<file path="src/core/eeprom_slave_pkg.sv">
package eeprom_slave_pkg;

	localparam int unsigned CLK_PERIOD_NS  = 8;
	localparam int unsigned GLITCH_NS      = 50;
	localparam int unsigned OUT_DELAY_NS   = 300;
	localparam int unsigned PROG_TIME_MS   = 5;
	localparam int unsigned NS_PER_MS      = 1000000;

	// Spikes up to the reject width are never accepted; round up past it.
	localparam int unsigned GLITCH_CYCLES    = (GLITCH_NS + CLK_PERIOD_NS) / CLK_PERIOD_NS;
	localparam int unsigned OUT_DELAY_CYCLES = (OUT_DELAY_NS + CLK_PERIOD_NS - 1) / CLK_PERIOD_NS;
	localparam int unsigned PROG_CYCLES_DEF  = (PROG_TIME_MS * NS_PER_MS) / CLK_PERIOD_NS;

	localparam int unsigned BYTE_BITS    = 8;
	localparam int unsigned ADDR_BITS    = 12;
	localparam int unsigned ADDR_HI_BITS = ADDR_BITS - BYTE_BITS;
	localparam int unsigned CACHE_BITS   = 6;
	localparam int unsigned PAGE_BITS    = 3;
	localparam int unsigned CACHE_PAGES  = 8;

	localparam int unsigned CTRL_RW_BIT   = 0;
	localparam int unsigned CTRL_SEL_LSB  = 1;
	localparam int unsigned CTRL_TYPE_LSB = 4;

	// Value is arbitrary.
	localparam logic [3:0] TYPE_CODE_DEF = 4'h5;

	localparam logic [3:0] BIT_CNT_LAST = 4'h7;
	localparam logic [3:0] BIT_CNT_FULL = 4'h8;

	typedef struct packed {
		logic [ADDR_BITS-1:0] addr;
		logic [BYTE_BITS-1:0] data;
	} mem_wr_s;

	typedef struct packed {
		logic scl;
		logic sda;
	} bus_pins_s;

	typedef enum logic [2:0] {
		st_idle,
		st_rx,
		st_rx_ack,
		st_tx,
		st_tx_ack
	} link_state_e;

	typedef enum logic [1:0] {
		k_ctrl,
		k_addr_hi,
		k_addr_lo,
		k_data
	} byte_kind_e;

endpackage : eeprom_slave_pkg

</file>
<file path="src/core/eeprom_two_wire_slave_port.sv">
`timescale 1ns/1ps
`default_nettype none

module eeprom_two_wire_slave_port
	import eeprom_slave_pkg::*;
#(
	parameter int unsigned PROG_CYCLES = PROG_CYCLES_DEF,
	parameter logic [3:0]  TYPE_CODE   = TYPE_CODE_DEF
) (
	input  wire logic                 mclk,
	input  wire logic                 rst_n,
	input  wire logic                 scl_i,
	input  wire logic                 sda_i,
	output logic                      sda_o,
	output logic                      sda_oe,
	input  wire logic                 select_strap_bit0,
	input  wire logic                 select_strap_bit1,
	input  wire logic                 select_strap_bit2,
	output mem_wr_s                   wr_o,
	output logic                      wr_valid,
	output logic [ADDR_BITS-1:0]      rd_addr,
	input  wire logic [BYTE_BITS-1:0] rd_data,
	output logic                      prog_start,
	output logic                      prog_busy
);

	localparam int unsigned PCW = $clog2(PROG_CYCLES + 1);
	localparam int unsigned DCW = $clog2(OUT_DELAY_CYCLES + 1);
	localparam int unsigned NPW = $clog2(CACHE_PAGES + 1);

	generate
		if (PROG_CYCLES < 1 || OUT_DELAY_CYCLES < 1) begin : g_bad
			$error("program and output delay counts must be at least one cycle");
		end
	endgenerate

	bus_pins_s pins;
	logic      scl_f;
	logic      sda_f;
	logic      scl_q;
	logic      sda_q;
	logic      start_ev;
	logic      stop_ev;
	logic      scl_rise;
	logic      scl_fall;
	logic      sel_match;
	logic [2:0] straps_q;

	pin_filter #(.HOLD_CYCLES(GLITCH_CYCLES)) u_scl_filter (
		.mclk    (mclk),
		.rst_n   (rst_n),
		.pin_i   (scl_i),
		.level_o (scl_f)
	);

	pin_filter #(.HOLD_CYCLES(GLITCH_CYCLES)) u_sda_filter (
		.mclk    (mclk),
		.rst_n   (rst_n),
		.pin_i   (sda_i),
		.level_o (sda_f)
	);

	// Filtered pin levels travel together, each from its own filter.
	assign pins = '{scl: scl_f, sda: sda_f};

	// The straps are static; sampling them each cycle replaces the zero that reset loads.
	always_ff @(posedge mclk or negedge rst_n) begin
		if (!rst_n) begin
			straps_q <= 3'h0;
			scl_q    <= 1'b1;
			sda_q    <= 1'b1;
		end else begin
			straps_q <= {select_strap_bit2, select_strap_bit1, select_strap_bit0};
			scl_q    <= pins.scl;
			sda_q    <= pins.sda;
		end
	end

	assign start_ev = scl_q && pins.scl && sda_q && !pins.sda;
	assign stop_ev  = scl_q && pins.scl && !sda_q && pins.sda;
	assign scl_rise = !scl_q && pins.scl;
	assign scl_fall = scl_q && !pins.scl;

	function automatic logic ctrl_match(input logic [BYTE_BITS-1:0] b, input logic [2:0] s);
		ctrl_match = (b[BYTE_BITS-1:CTRL_TYPE_LSB] == TYPE_CODE)
			&& (b[CTRL_TYPE_LSB-1:CTRL_SEL_LSB] == s);
	endfunction : ctrl_match

	link_state_e          state_q;
	link_state_e          state_d;
	byte_kind_e           kind_q;
	byte_kind_e           kind_d;
	logic [3:0]           cnt_q;
	logic [3:0]           cnt_d;
	logic [BYTE_BITS-1:0] shift_q;
	logic [BYTE_BITS-1:0] shift_d;
	logic [BYTE_BITS-1:0] tx_q;
	logic [BYTE_BITS-1:0] tx_d;
	logic [ADDR_BITS-1:0] addr_q;
	logic [ADDR_BITS-1:0] addr_d;
	logic                 rd_q;
	logic                 rd_d;
	logic                 want_q;
	logic                 want_d;
	logic                 pull_q;
	logic                 pull_d;
	logic [DCW-1:0]       dly_q;
	logic [DCW-1:0]       dly_d;
	logic                 dirty_q;
	logic                 dirty_d;
	logic [NPW-1:0]       pages_q;
	logic [NPW-1:0]       pages_d;
	logic [NPW-1:0]       prog_pages_q;
	logic [NPW-1:0]       prog_pages_d;
	logic [PCW-1:0]       prog_cyc_q;
	logic [PCW-1:0]       prog_cyc_d;
	mem_wr_s              wr_q;
	mem_wr_s              wr_d;
	logic                 wr_valid_q;
	logic                 wr_valid_d;
	logic                 prog_start_q;
	logic                 prog_start_d;
	logic                 busy;

	assign busy      = (prog_pages_q != '0);
	assign sel_match = ctrl_match(shift_q, straps_q);

	always_comb begin
		state_d      = state_q;
		kind_d       = kind_q;
		cnt_d        = cnt_q;
		shift_d      = shift_q;
		tx_d         = tx_q;
		addr_d       = addr_q;
		rd_d         = rd_q;
		want_d       = want_q;
		pull_d       = pull_q;
		dly_d        = dly_q;
		dirty_d      = dirty_q;
		pages_d      = pages_q;
		prog_pages_d = prog_pages_q;
		prog_cyc_d   = prog_cyc_q;
		wr_d         = wr_q;
		wr_valid_d   = 1'b0;
		prog_start_d = 1'b0;

		// Self-timed program cycle, one period per cached page.
		if (busy) begin
			if (prog_cyc_q == PCW'(1)) begin
				prog_cyc_d   = PCW'(PROG_CYCLES);
				prog_pages_d = prog_pages_q - NPW'(1);
			end else begin
				prog_cyc_d = prog_cyc_q - PCW'(1);
			end
		end

		// Line changes wait out the delay after the clock falls.
		if (dly_q != '0) begin
			dly_d = dly_q - DCW'(1);
			if (dly_q == DCW'(1)) begin
				pull_d = want_q;
			end
		end

		if (start_ev) begin
			// The master opens every command; the device never does.
			state_d = st_rx;
			kind_d  = k_ctrl;
			cnt_d   = 4'h0;
			want_d  = 1'b0;
			pull_d  = 1'b0;
			dly_d   = '0;
		end else if (stop_ev) begin
			state_d = st_idle;
			want_d  = 1'b0;
			pull_d  = 1'b0;
			dly_d   = '0;
			if (dirty_q) begin
				prog_pages_d = pages_q;
				prog_cyc_d   = PCW'(PROG_CYCLES);
				prog_start_d = 1'b1;
			end
			dirty_d = 1'b0;
			pages_d = '0;
		end else begin
			unique case (state_q)
				st_idle: begin
					// Only a START or a STOP is acted on until the next START.
					state_d = st_idle;
				end
				st_rx: begin
					if (scl_rise && cnt_q != BIT_CNT_FULL) begin
						shift_d = {shift_q[BYTE_BITS-2:0], pins.sda};
						cnt_d   = cnt_q + 4'h1;
					end else if (scl_fall && cnt_q == BIT_CNT_FULL) begin
						if (busy || (kind_q == k_ctrl && !sel_match)) begin
							state_d = st_idle;
						end else begin
							state_d = st_rx_ack;
							want_d  = 1'b1;
							dly_d   = DCW'(OUT_DELAY_CYCLES);
							unique case (kind_q)
								k_ctrl: begin
									rd_d   = shift_q[CTRL_RW_BIT];
									kind_d = shift_q[CTRL_RW_BIT] ? k_data : k_addr_hi;
								end
								k_addr_hi: begin
									addr_d[ADDR_BITS-1:BYTE_BITS] = shift_q[ADDR_HI_BITS-1:0];
									kind_d = k_addr_lo;
								end
								k_addr_lo: begin
									addr_d[BYTE_BITS-1:0] = shift_q;
									kind_d = k_data;
								end
								k_data: begin
									// The stream runs on with no count limit.
									wr_d       = '{addr: addr_q, data: shift_q};
									wr_valid_d = 1'b1;
									dirty_d    = 1'b1;
									addr_d[CACHE_BITS-1:0] = addr_q[CACHE_BITS-1:0] + CACHE_BITS'(1);
									if ((!dirty_q || addr_q[PAGE_BITS-1:0] == '0) && pages_q != NPW'(CACHE_PAGES)) begin
										pages_d = pages_q + NPW'(1);
									end
								end
							endcase
						end
					end
				end
				st_rx_ack: begin
					if (scl_fall) begin
						dly_d = DCW'(OUT_DELAY_CYCLES);
						cnt_d = 4'h0;
						if (rd_q) begin
							state_d = st_tx;
							tx_d    = rd_data;
							want_d  = !rd_data[BYTE_BITS-1];
							addr_d  = addr_q + ADDR_BITS'(1);
						end else begin
							state_d = st_rx;
							want_d  = 1'b0;
						end
					end
				end
				st_tx: begin
					if (scl_fall) begin
						dly_d = DCW'(OUT_DELAY_CYCLES);
						if (cnt_q == BIT_CNT_LAST) begin
							state_d = st_tx_ack;
							want_d  = 1'b0;
						end else begin
							cnt_d  = cnt_q + 4'h1;
							tx_d   = {tx_q[BYTE_BITS-2:0], 1'b0};
							want_d = !tx_q[BYTE_BITS-2];
						end
					end
				end
				st_tx_ack: begin
					if (scl_rise && pins.sda) begin
						state_d = st_idle;
					end else if (scl_fall) begin
						state_d = st_tx;
						cnt_d   = 4'h0;
						tx_d    = rd_data;
						want_d  = !rd_data[BYTE_BITS-1];
						dly_d   = DCW'(OUT_DELAY_CYCLES);
						addr_d  = addr_q + ADDR_BITS'(1);
					end
				end
			endcase
		end
	end

	always_ff @(posedge mclk or negedge rst_n) begin
		if (!rst_n) begin
			state_q      <= st_idle;
			kind_q       <= k_ctrl;
			cnt_q        <= 4'h0;
			shift_q      <= '0;
			tx_q         <= '0;
			addr_q       <= '0;
			rd_q         <= 1'b0;
			want_q       <= 1'b0;
			pull_q       <= 1'b0;
			dly_q        <= '0;
			dirty_q      <= 1'b0;
			pages_q      <= '0;
			prog_pages_q <= '0;
			prog_cyc_q   <= '0;
			wr_q         <= '0;
			wr_valid_q   <= 1'b0;
			prog_start_q <= 1'b0;
		end else begin
			state_q      <= state_d;
			kind_q       <= kind_d;
			cnt_q        <= cnt_d;
			shift_q      <= shift_d;
			tx_q         <= tx_d;
			addr_q       <= addr_d;
			rd_q         <= rd_d;
			want_q       <= want_d;
			pull_q       <= pull_d;
			dly_q        <= dly_d;
			dirty_q      <= dirty_d;
			pages_q      <= pages_d;
			prog_pages_q <= prog_pages_d;
			prog_cyc_q   <= prog_cyc_d;
			wr_q         <= wr_d;
			wr_valid_q   <= wr_valid_d;
			prog_start_q <= prog_start_d;
		end
	end

	// Open-drain data: the device only ever pulls low.
	assign sda_o      = 1'b0;
	assign sda_oe     = pull_q;
	assign wr_o       = wr_q;
	assign wr_valid   = wr_valid_q;
	assign rd_addr    = addr_q;
	assign prog_start = prog_start_q;
	assign prog_busy  = busy;

endmodule : eeprom_two_wire_slave_port

`default_nettype wire

</file>
<file path="src/core/pin_filter.sv">
`timescale 1ns/1ps
`default_nettype none

module pin_filter
	import eeprom_slave_pkg::*;
#(
	parameter int unsigned HOLD_CYCLES = GLITCH_CYCLES
) (
	input  wire logic mclk,
	input  wire logic rst_n,
	input  wire logic pin_i,
	output logic      level_o
);

	localparam int unsigned CW = $clog2(HOLD_CYCLES + 1);

	generate
		if (HOLD_CYCLES < 1) begin : g_bad
			$error("pin_filter needs a hold of at least one cycle");
		end
	endgenerate

	logic [2:0]    sync_q;
	logic [2:0]    sync_d;
	logic [CW-1:0] cnt_q;
	logic [CW-1:0] cnt_d;
	logic          level_q;
	logic          level_d;

	always_comb begin
		sync_d  = {sync_q[1:0], pin_i};
		cnt_d   = '0;
		level_d = level_q;
		// A change counts only while the second and third stage agree and hold long enough.
		if (sync_q[1] == sync_q[2] && sync_q[2] != level_q) begin
			if (cnt_q == CW'(HOLD_CYCLES - 1)) begin
				level_d = sync_q[2];
			end else begin
				cnt_d = cnt_q + CW'(1);
			end
		end
	end

	always_ff @(posedge mclk or negedge rst_n) begin
		if (!rst_n) begin
			sync_q  <= 3'h7;
			cnt_q   <= '0;
			level_q <= 1'b1;
		end else begin
			sync_q  <= sync_d;
			cnt_q   <= cnt_d;
			level_q <= level_d;
		end
	end

	assign level_o = level_q;

endmodule : pin_filter

`default_nettype wire

</file>
<file path="config.mk">
export PLATFORM = sky130hd
export DESIGN_NAME = eeprom_two_wire_slave_port
export DESIGN_NICKNAME = d
export VERILOG_FILES = /design/src/core/eeprom_slave_pkg.sv /design/src/core/eeprom_two_wire_slave_port.sv /design/src/core/pin_filter.sv
export SDC_FILE = /design/constraint.sdc
export NUM_CORES = 1
export LEC_CHECK = 0
export BUFFER_PORTS_ARGS = -buffer_cell sky130_fd_sc_hd__buf_2
export CAP_MARGIN = 20
export CORE_ASPECT_RATIO = 1.2
export CORE_MARGIN = 2
export CORE_UTILIZATION = 52
export DETAILED_ROUTE_END_ITERATION = 7
export GPL_ROUTABILITY_DRIVEN = 0
export GPL_TIMING_DRIVEN = 0
export PLACE_DENSITY_LB_ADDON = 0.3
export SYNTH_ARGS = -nofsm -noshare
export SYNTH_HDL_FRONTEND = slang
export SYNTH_SLANG_ARGS = --single-unit
</file>
<file path="constraint.sdc">
create_clock -name mclk -period 2.9 [get_ports mclk]
set_input_delay 0.145 -clock mclk [delete_from_list [all_inputs] [get_ports mclk]]
set_output_delay 0.145 -clock mclk [all_outputs]
set_load 0.02 [all_outputs]
</file>
# Word-level counts from Yosys, hierarchy flattened
# Index checks and enable logic that the tools add are counted.
# Widths: inputs -> output; s select.
# word_totals
inputBits,15
word_cells,261
out_inout_bits,37
regBits,115
# classes
eq_ne,51
n_reduce_logical,60
addsub,9
bitwise,4
mux,108
# ops
cell,count
$mux 20,5
$mux 12,7
$mux 4,20
$mux 6,8
$mux 7,6
$ne 4x4->1 const B,10
$mux 3,13
$pmux 12 s3,1
$reduce_and 11->1,3
$mux 1,31
$ne 2x2->1 const B,15
$reduce_and 6->1,4
$pmux 7 s3,1
$reduce_and 7->1,3
$eq 20x1->1 const B,1
$mux 2,10
$sub 20x1->20 const B,1
$pmux 6 s3,1
$pmux 4 s4,1
$logic_and 1x1->1,15
$pmux 3 s5,1
$add 12x1->12 const B,1
$ne 3x3->1 const B,4
$pmux 6 s2,1
other kinds (36),69

# Longest topological paths before layout
# depth
depth_word,11
mapped_depth,9
depth_no_buf,8

# By module
# A second synthesis with hierarchy kept.
# hier_totals
hier_cells,554
hier_area_um2,5775.5
# modules_own_cells
mod,seq_area_each_um2,cells_per_inst,area_per_inst_um2,n_inst
eeprom_two_wire_slave_port,2529.9,512,5227.5,1
pin_filter,180.2,21,274.0,2

# Worst setup path before layout
# Ideal clock, no wire load.
# synth_path
path_type,register -> register
start,reg prog_pages_q[0]
end,"reg wr_q, in the netlist wr_o[18]"
period_less_slack_ns,2.381
required_ns,2.775
setup_time_ns,0.125
arrival_time_ns,2.257
path_slack_ns,0.519
n_path_buf,2
stages_incl_launch_ff,9
path_cell_list,dfrtp_1 inv_1 ha_1 or3b_1 nor2_1 and4_1 clkbuf_1 buf_2 mux2_2
# synth_via
elab_chain_cells,4
# synth_rtl
item,line,rtl
from (decl),eeprom_two_wire_slave_port.sv:113,logic [NPW-1:0] prog_pages_q;
from (signal assigned),eeprom_two_wire_slave_port.sv:305,prog_pages_q <= prog_pages_d;
$reduce_bool 4->1,eeprom_two_wire_slave_port.sv:125,assign busy = (prog_pages_q != '0);
$logic_or 1x1->1,eeprom_two_wire_slave_port.sv:196,if (busy || (kind_q == k_ctrl && !sel_match)) begin
$not 1->1 (no source line),n/a,
$reduce_and 7->1 (no source line),n/a,
to (signal assigned),eeprom_two_wire_slave_port.sv:307,wr_q <= wr_d;
to (decl),eeprom_two_wire_slave_port.sv:117,mem_wr_s wr_q;
# No other way between the ends.
# A chain may end at the register's enable or synchronous reset.

# Worst setup path in the final report
# layout_path
start,reg prog_pages_q[0]
end,"reg addr_q[9], in the netlist rd_addr[9]"
# layout_via
elab_chain_cells,4
# layout_rtl
item,line,rtl
$reduce_bool 4->1,eeprom_two_wire_slave_port.sv:125,
$logic_or 1x1->1,eeprom_two_wire_slave_port.sv:196,
$ne 2x2->1 (no source line),n/a,
$reduce_and 11->1 (no source line),n/a,
to (signal assigned),eeprom_two_wire_slave_port.sv:298,addr_q <= addr_d;
to (decl),eeprom_two_wire_slave_port.sv:99,logic [ADDR_BITS-1:0] addr_q;
# No other way between the ends.

==> results.sh <==
export IMPL_status="finished, final reports clean"
export IMPL_cts_tree="done"
export IMPL_synth_edf_count=0
export IMPL_yosys_area_top_type_share_pct=46.20
export IMPL_synthTopCellsByCount="dfrtp_1, nor2_1, nand2_1"
export IMPL_syn2layout_area_growth_pct=19.56
export IMPL_synth_flop_cell="dfrtp_1"
export IMPL_cts_made_buffers=17
export IMPL_fin_crit_sh_pct=94.05
export IMPL_endpoint_kind="flop"
export IMPL_powerDensity_nw_per_um2=550.0
export IMPL_hp_class="in -> reg"
export IMPL_crit_slowest_cell="or4_1"
export IMPL_dr_pass1_iters=5
export IMPL_start_util_pct=53.81
export IMPL_maxSlewViolCount=0
export IMPL_grt_pass1_vias=4503
export IMPL_final_cells=787
export IMPL_io_buffers=50
export IMPL_layout_min_cycle_time_ps=2728
export IMPL_post_synth_top_count_cell="dfrtp_1"
export IMPL_tns_ps=0
export IMPL_synth_top_cell_by_area="dfrtp_1"
export IMPL_antenna_cells=0
export IMPL_cts_clk_slew_worst_paths_ps=60
export IMPL_syn_inst=569
export IMPL_placed_area_um2=6128
export IMPL_die_w_um=99.47
export IMPL_grt_max_degree=70
export IMPL_cp_max_fo=8
export IMPL_wl_per_cell_um=15.34
export IMPL_hold_viol=0
export IMPL_num_vias=4461
export IMPL_yosys_warnings=0
export IMPL_synth_cell_area_um2=5687
export IMPL_critPathKind="reg -> reg"
export IMPL_async_flop_share_pct=100.0
export IMPL_hpwl_um=8176
export IMPL_std_cell_rows=41
export IMPL_crit_path_start_kind="flop"
export IMPL_ys_seq_elements=115
export IMPL_seq_area_frac_synth_pct=50.83
export IMPL_drive_gt1_share_pct=21.43
export IMPL_setup_viol=0
export IMPL_max_clock_freq_mhz=366.6
export IMPL_design_area_um2=6799
export IMPL_cts_max_level=4
export IMPL_slew_headroom_pct=57.95
export IMPL_first_iter_violations=349
export IMPL_rsz0062_at_grt="no"
export IMPL_cpMostUsedCell="o21ai_1"
export IMPL_maxCapViolCount=0
export IMPL_die_h_um=118.6
export IMPL_synth_distinct_cells=63
export IMPL_clock_path_buffers=2
export IMPL_grt_total_usage_pct=21.96
export IMPL_p_leak_nw=3.283
export IMPL_cp_cell_sequence="inv_1, ha_1, or3b_1, nor2_1, a221oi_1, or4_1, clkbuf_1, o21ai_1, o21ai_1"
export IMPL_required_ps=3180
export IMPL_antenna_found_initial=0
export IMPL_fin_skew_ps=6.515
export IMPL_ant_nets=0
export IMPL_yosys_top_cells_area="dfrtp_1, nor2_1, mux2_2"
export IMPL_dp_cells=749
export IMPL_nets=677
export IMPL_dieArea_um2=11790
export IMPL_clock_latency_ps=410
export IMPL_clockRootBuffer="clkbuf_16"
export IMPL_tightest_slew_ps=630.7
export IMPL_clock_sinks=115
export IMPL_wirelength_um=12080
export IMPL_arrival_ps=3000
export IMPL_drc=0
export IMPL_vias_per_cell=5.668
export IMPL_grt_overflow=0
export IMPL_core_area_um2=10570
export IMPL_synth_nets=601
export IMPL_grt_pass1_wl_um=20810
export IMPL_ir_drop_uv=392.0
export IMPL_pin_count=52
export IMPL_slowest_delay_ps=580
export IMPL_syn_avg_cell_area_um2=9.994
-- power by group --
part	switching [W]	internal [W]
Sequential	0.00000794	0.00162
Clock	0.000778	0.00127
Combinational	0.0000431	0.0000244
Total	0.000829	0.00291
-- cell type report --
cell class,count,area (um^2)
timing repair buffer,58,350.3
clock inverter,15,160.2
buffer,18,82.58
sequential,115,2890
inverter,25,93.84
fill,849,3769
tap,129,161.4
multi-input combinational,410,2635
clock buffer,17,425.4
-- sequential cells by signal, summed over array words and instances, names as in the netlist, 2 cells and up --
signal,flops
prog_cyc_q,20
tx_q,7
kind_q,2
prog_pages_q,4
cnt_q,4
pages_q,4
rd_addr,12
u_scl_filter.cnt_q,3
wr_o,20
u_sda_filter.cnt_q,3
u_scl_filter.sync_q,3
dly_q,6
shift_q,8
straps_q,3
state_q,3
u_sda_filter.sync_q,3
-- layer usage --
| layer | wire length (um) | track usage, % |
|---|---|---|
| met5 | 0 | 0 |
| met4 | 200 | 8.305 |
| met3 | 513 | 5.145 |
| met2 | 6306 | 37.16 |
| met1 | 5055 | 27.14 |
-- stage by stage --
step                util [%]  power [W]  hold WS (ps)  worst slack, ps
global route           64.34   0.003837         64.79            27.26
finish                 64.34   0.003740         43.35            172.5
detailed placement     57.99   0.001716         201.4           -58.38
floorplan                  -   0.001666        -150.6            518.7
CTS                    64.35   0.003773         33.39            29.03
global placement       57.71   0.001708         250.5           -9.944
-- cell families (layout without fill, tap and decap cells) --
family | count (synthesis) | in the layout | share of synthesized area [%]
AND/OR/NAND/NOR | 220 | 220 | 19.34
flip-flops | 115 | 115 | 50.83
AO/OA/AOI/OAI | 106 | 106 | 11.24
multiplexers | 39 | 39 | 7.459
other | 1 | 1 | 0.06594
buffers and inverters | 44 | 133 | 3.168
XOR/XNOR | 27 | 27 | 4.158
adder cells (fa/ha/maj) | 17 | 17 | 3.740
-- final timing paths --
kind / slack [ps] / to / depth (start not counted) / startpoint
worst max-delay path: 170 / rd_addr[9] / 9 / prog_pages_q[0]
worst min-delay path: 40 / tx_q[4] / 3 / rd_data[4]
worst max register to register: 170 / rd_addr[9] / 9 / prog_pages_q[0]
worst min register to register: 360 / u_scl_filter.sync_q[1] / 0 / u_scl_filter.sync_q[0]
max in group asynchronous: 1850 / rd_addr[9] / 3 / rst_n
min in group asynchronous: 290 / prog_cyc_q[14] / 2 / rst_n
-- critical path, delay by kind of cell (launching register included) --
family / cells / cell delay, ps
AND/OR/NAND/NOR: 3 / 1280
flip-flops: 1 / 370
buffers and inverters: 2 / 310
adder cells (fa/ha/maj): 1 / 210
AO/OA/AOI/OAI: 3 / 420
-- timing repair --
item | CTS | global route
hold buffers | 7 | 0
setup buffers | 0 | 0
setup endpoints to repair | 19 | 14
hold endpoints to repair | 42 | 0
gates resized for setup | 2 | 1
-- layout by cell type (no fill, tap or decap), types with 4 or more instances in the layout --
master,n
dfstp_2,10
nor2b_1,6
nand3_1,16
clkinv_4,4
nor2_1,78
or3_1,8
a21oi_1,38
nand2_1,50
dfrtp_1,105
o21ai_1,6
or4_4,4
mux2_2,26
nor3_1,9
nor4_1,4
nand4_1,4
o21ai_0,24
clkbuf_1,13
mux2i_1,12
clkbuf_16,17
a31oi_1,10
dlygate4sd3_1,7
nor3b_1,4
nand2b_1,4
inv_1,25
ha_1,17
buf_2,52
xor2_1,11
clkinvlp_4,5
xnor2_1,16
Note: power is estimated with default switching activity, not from simulation.
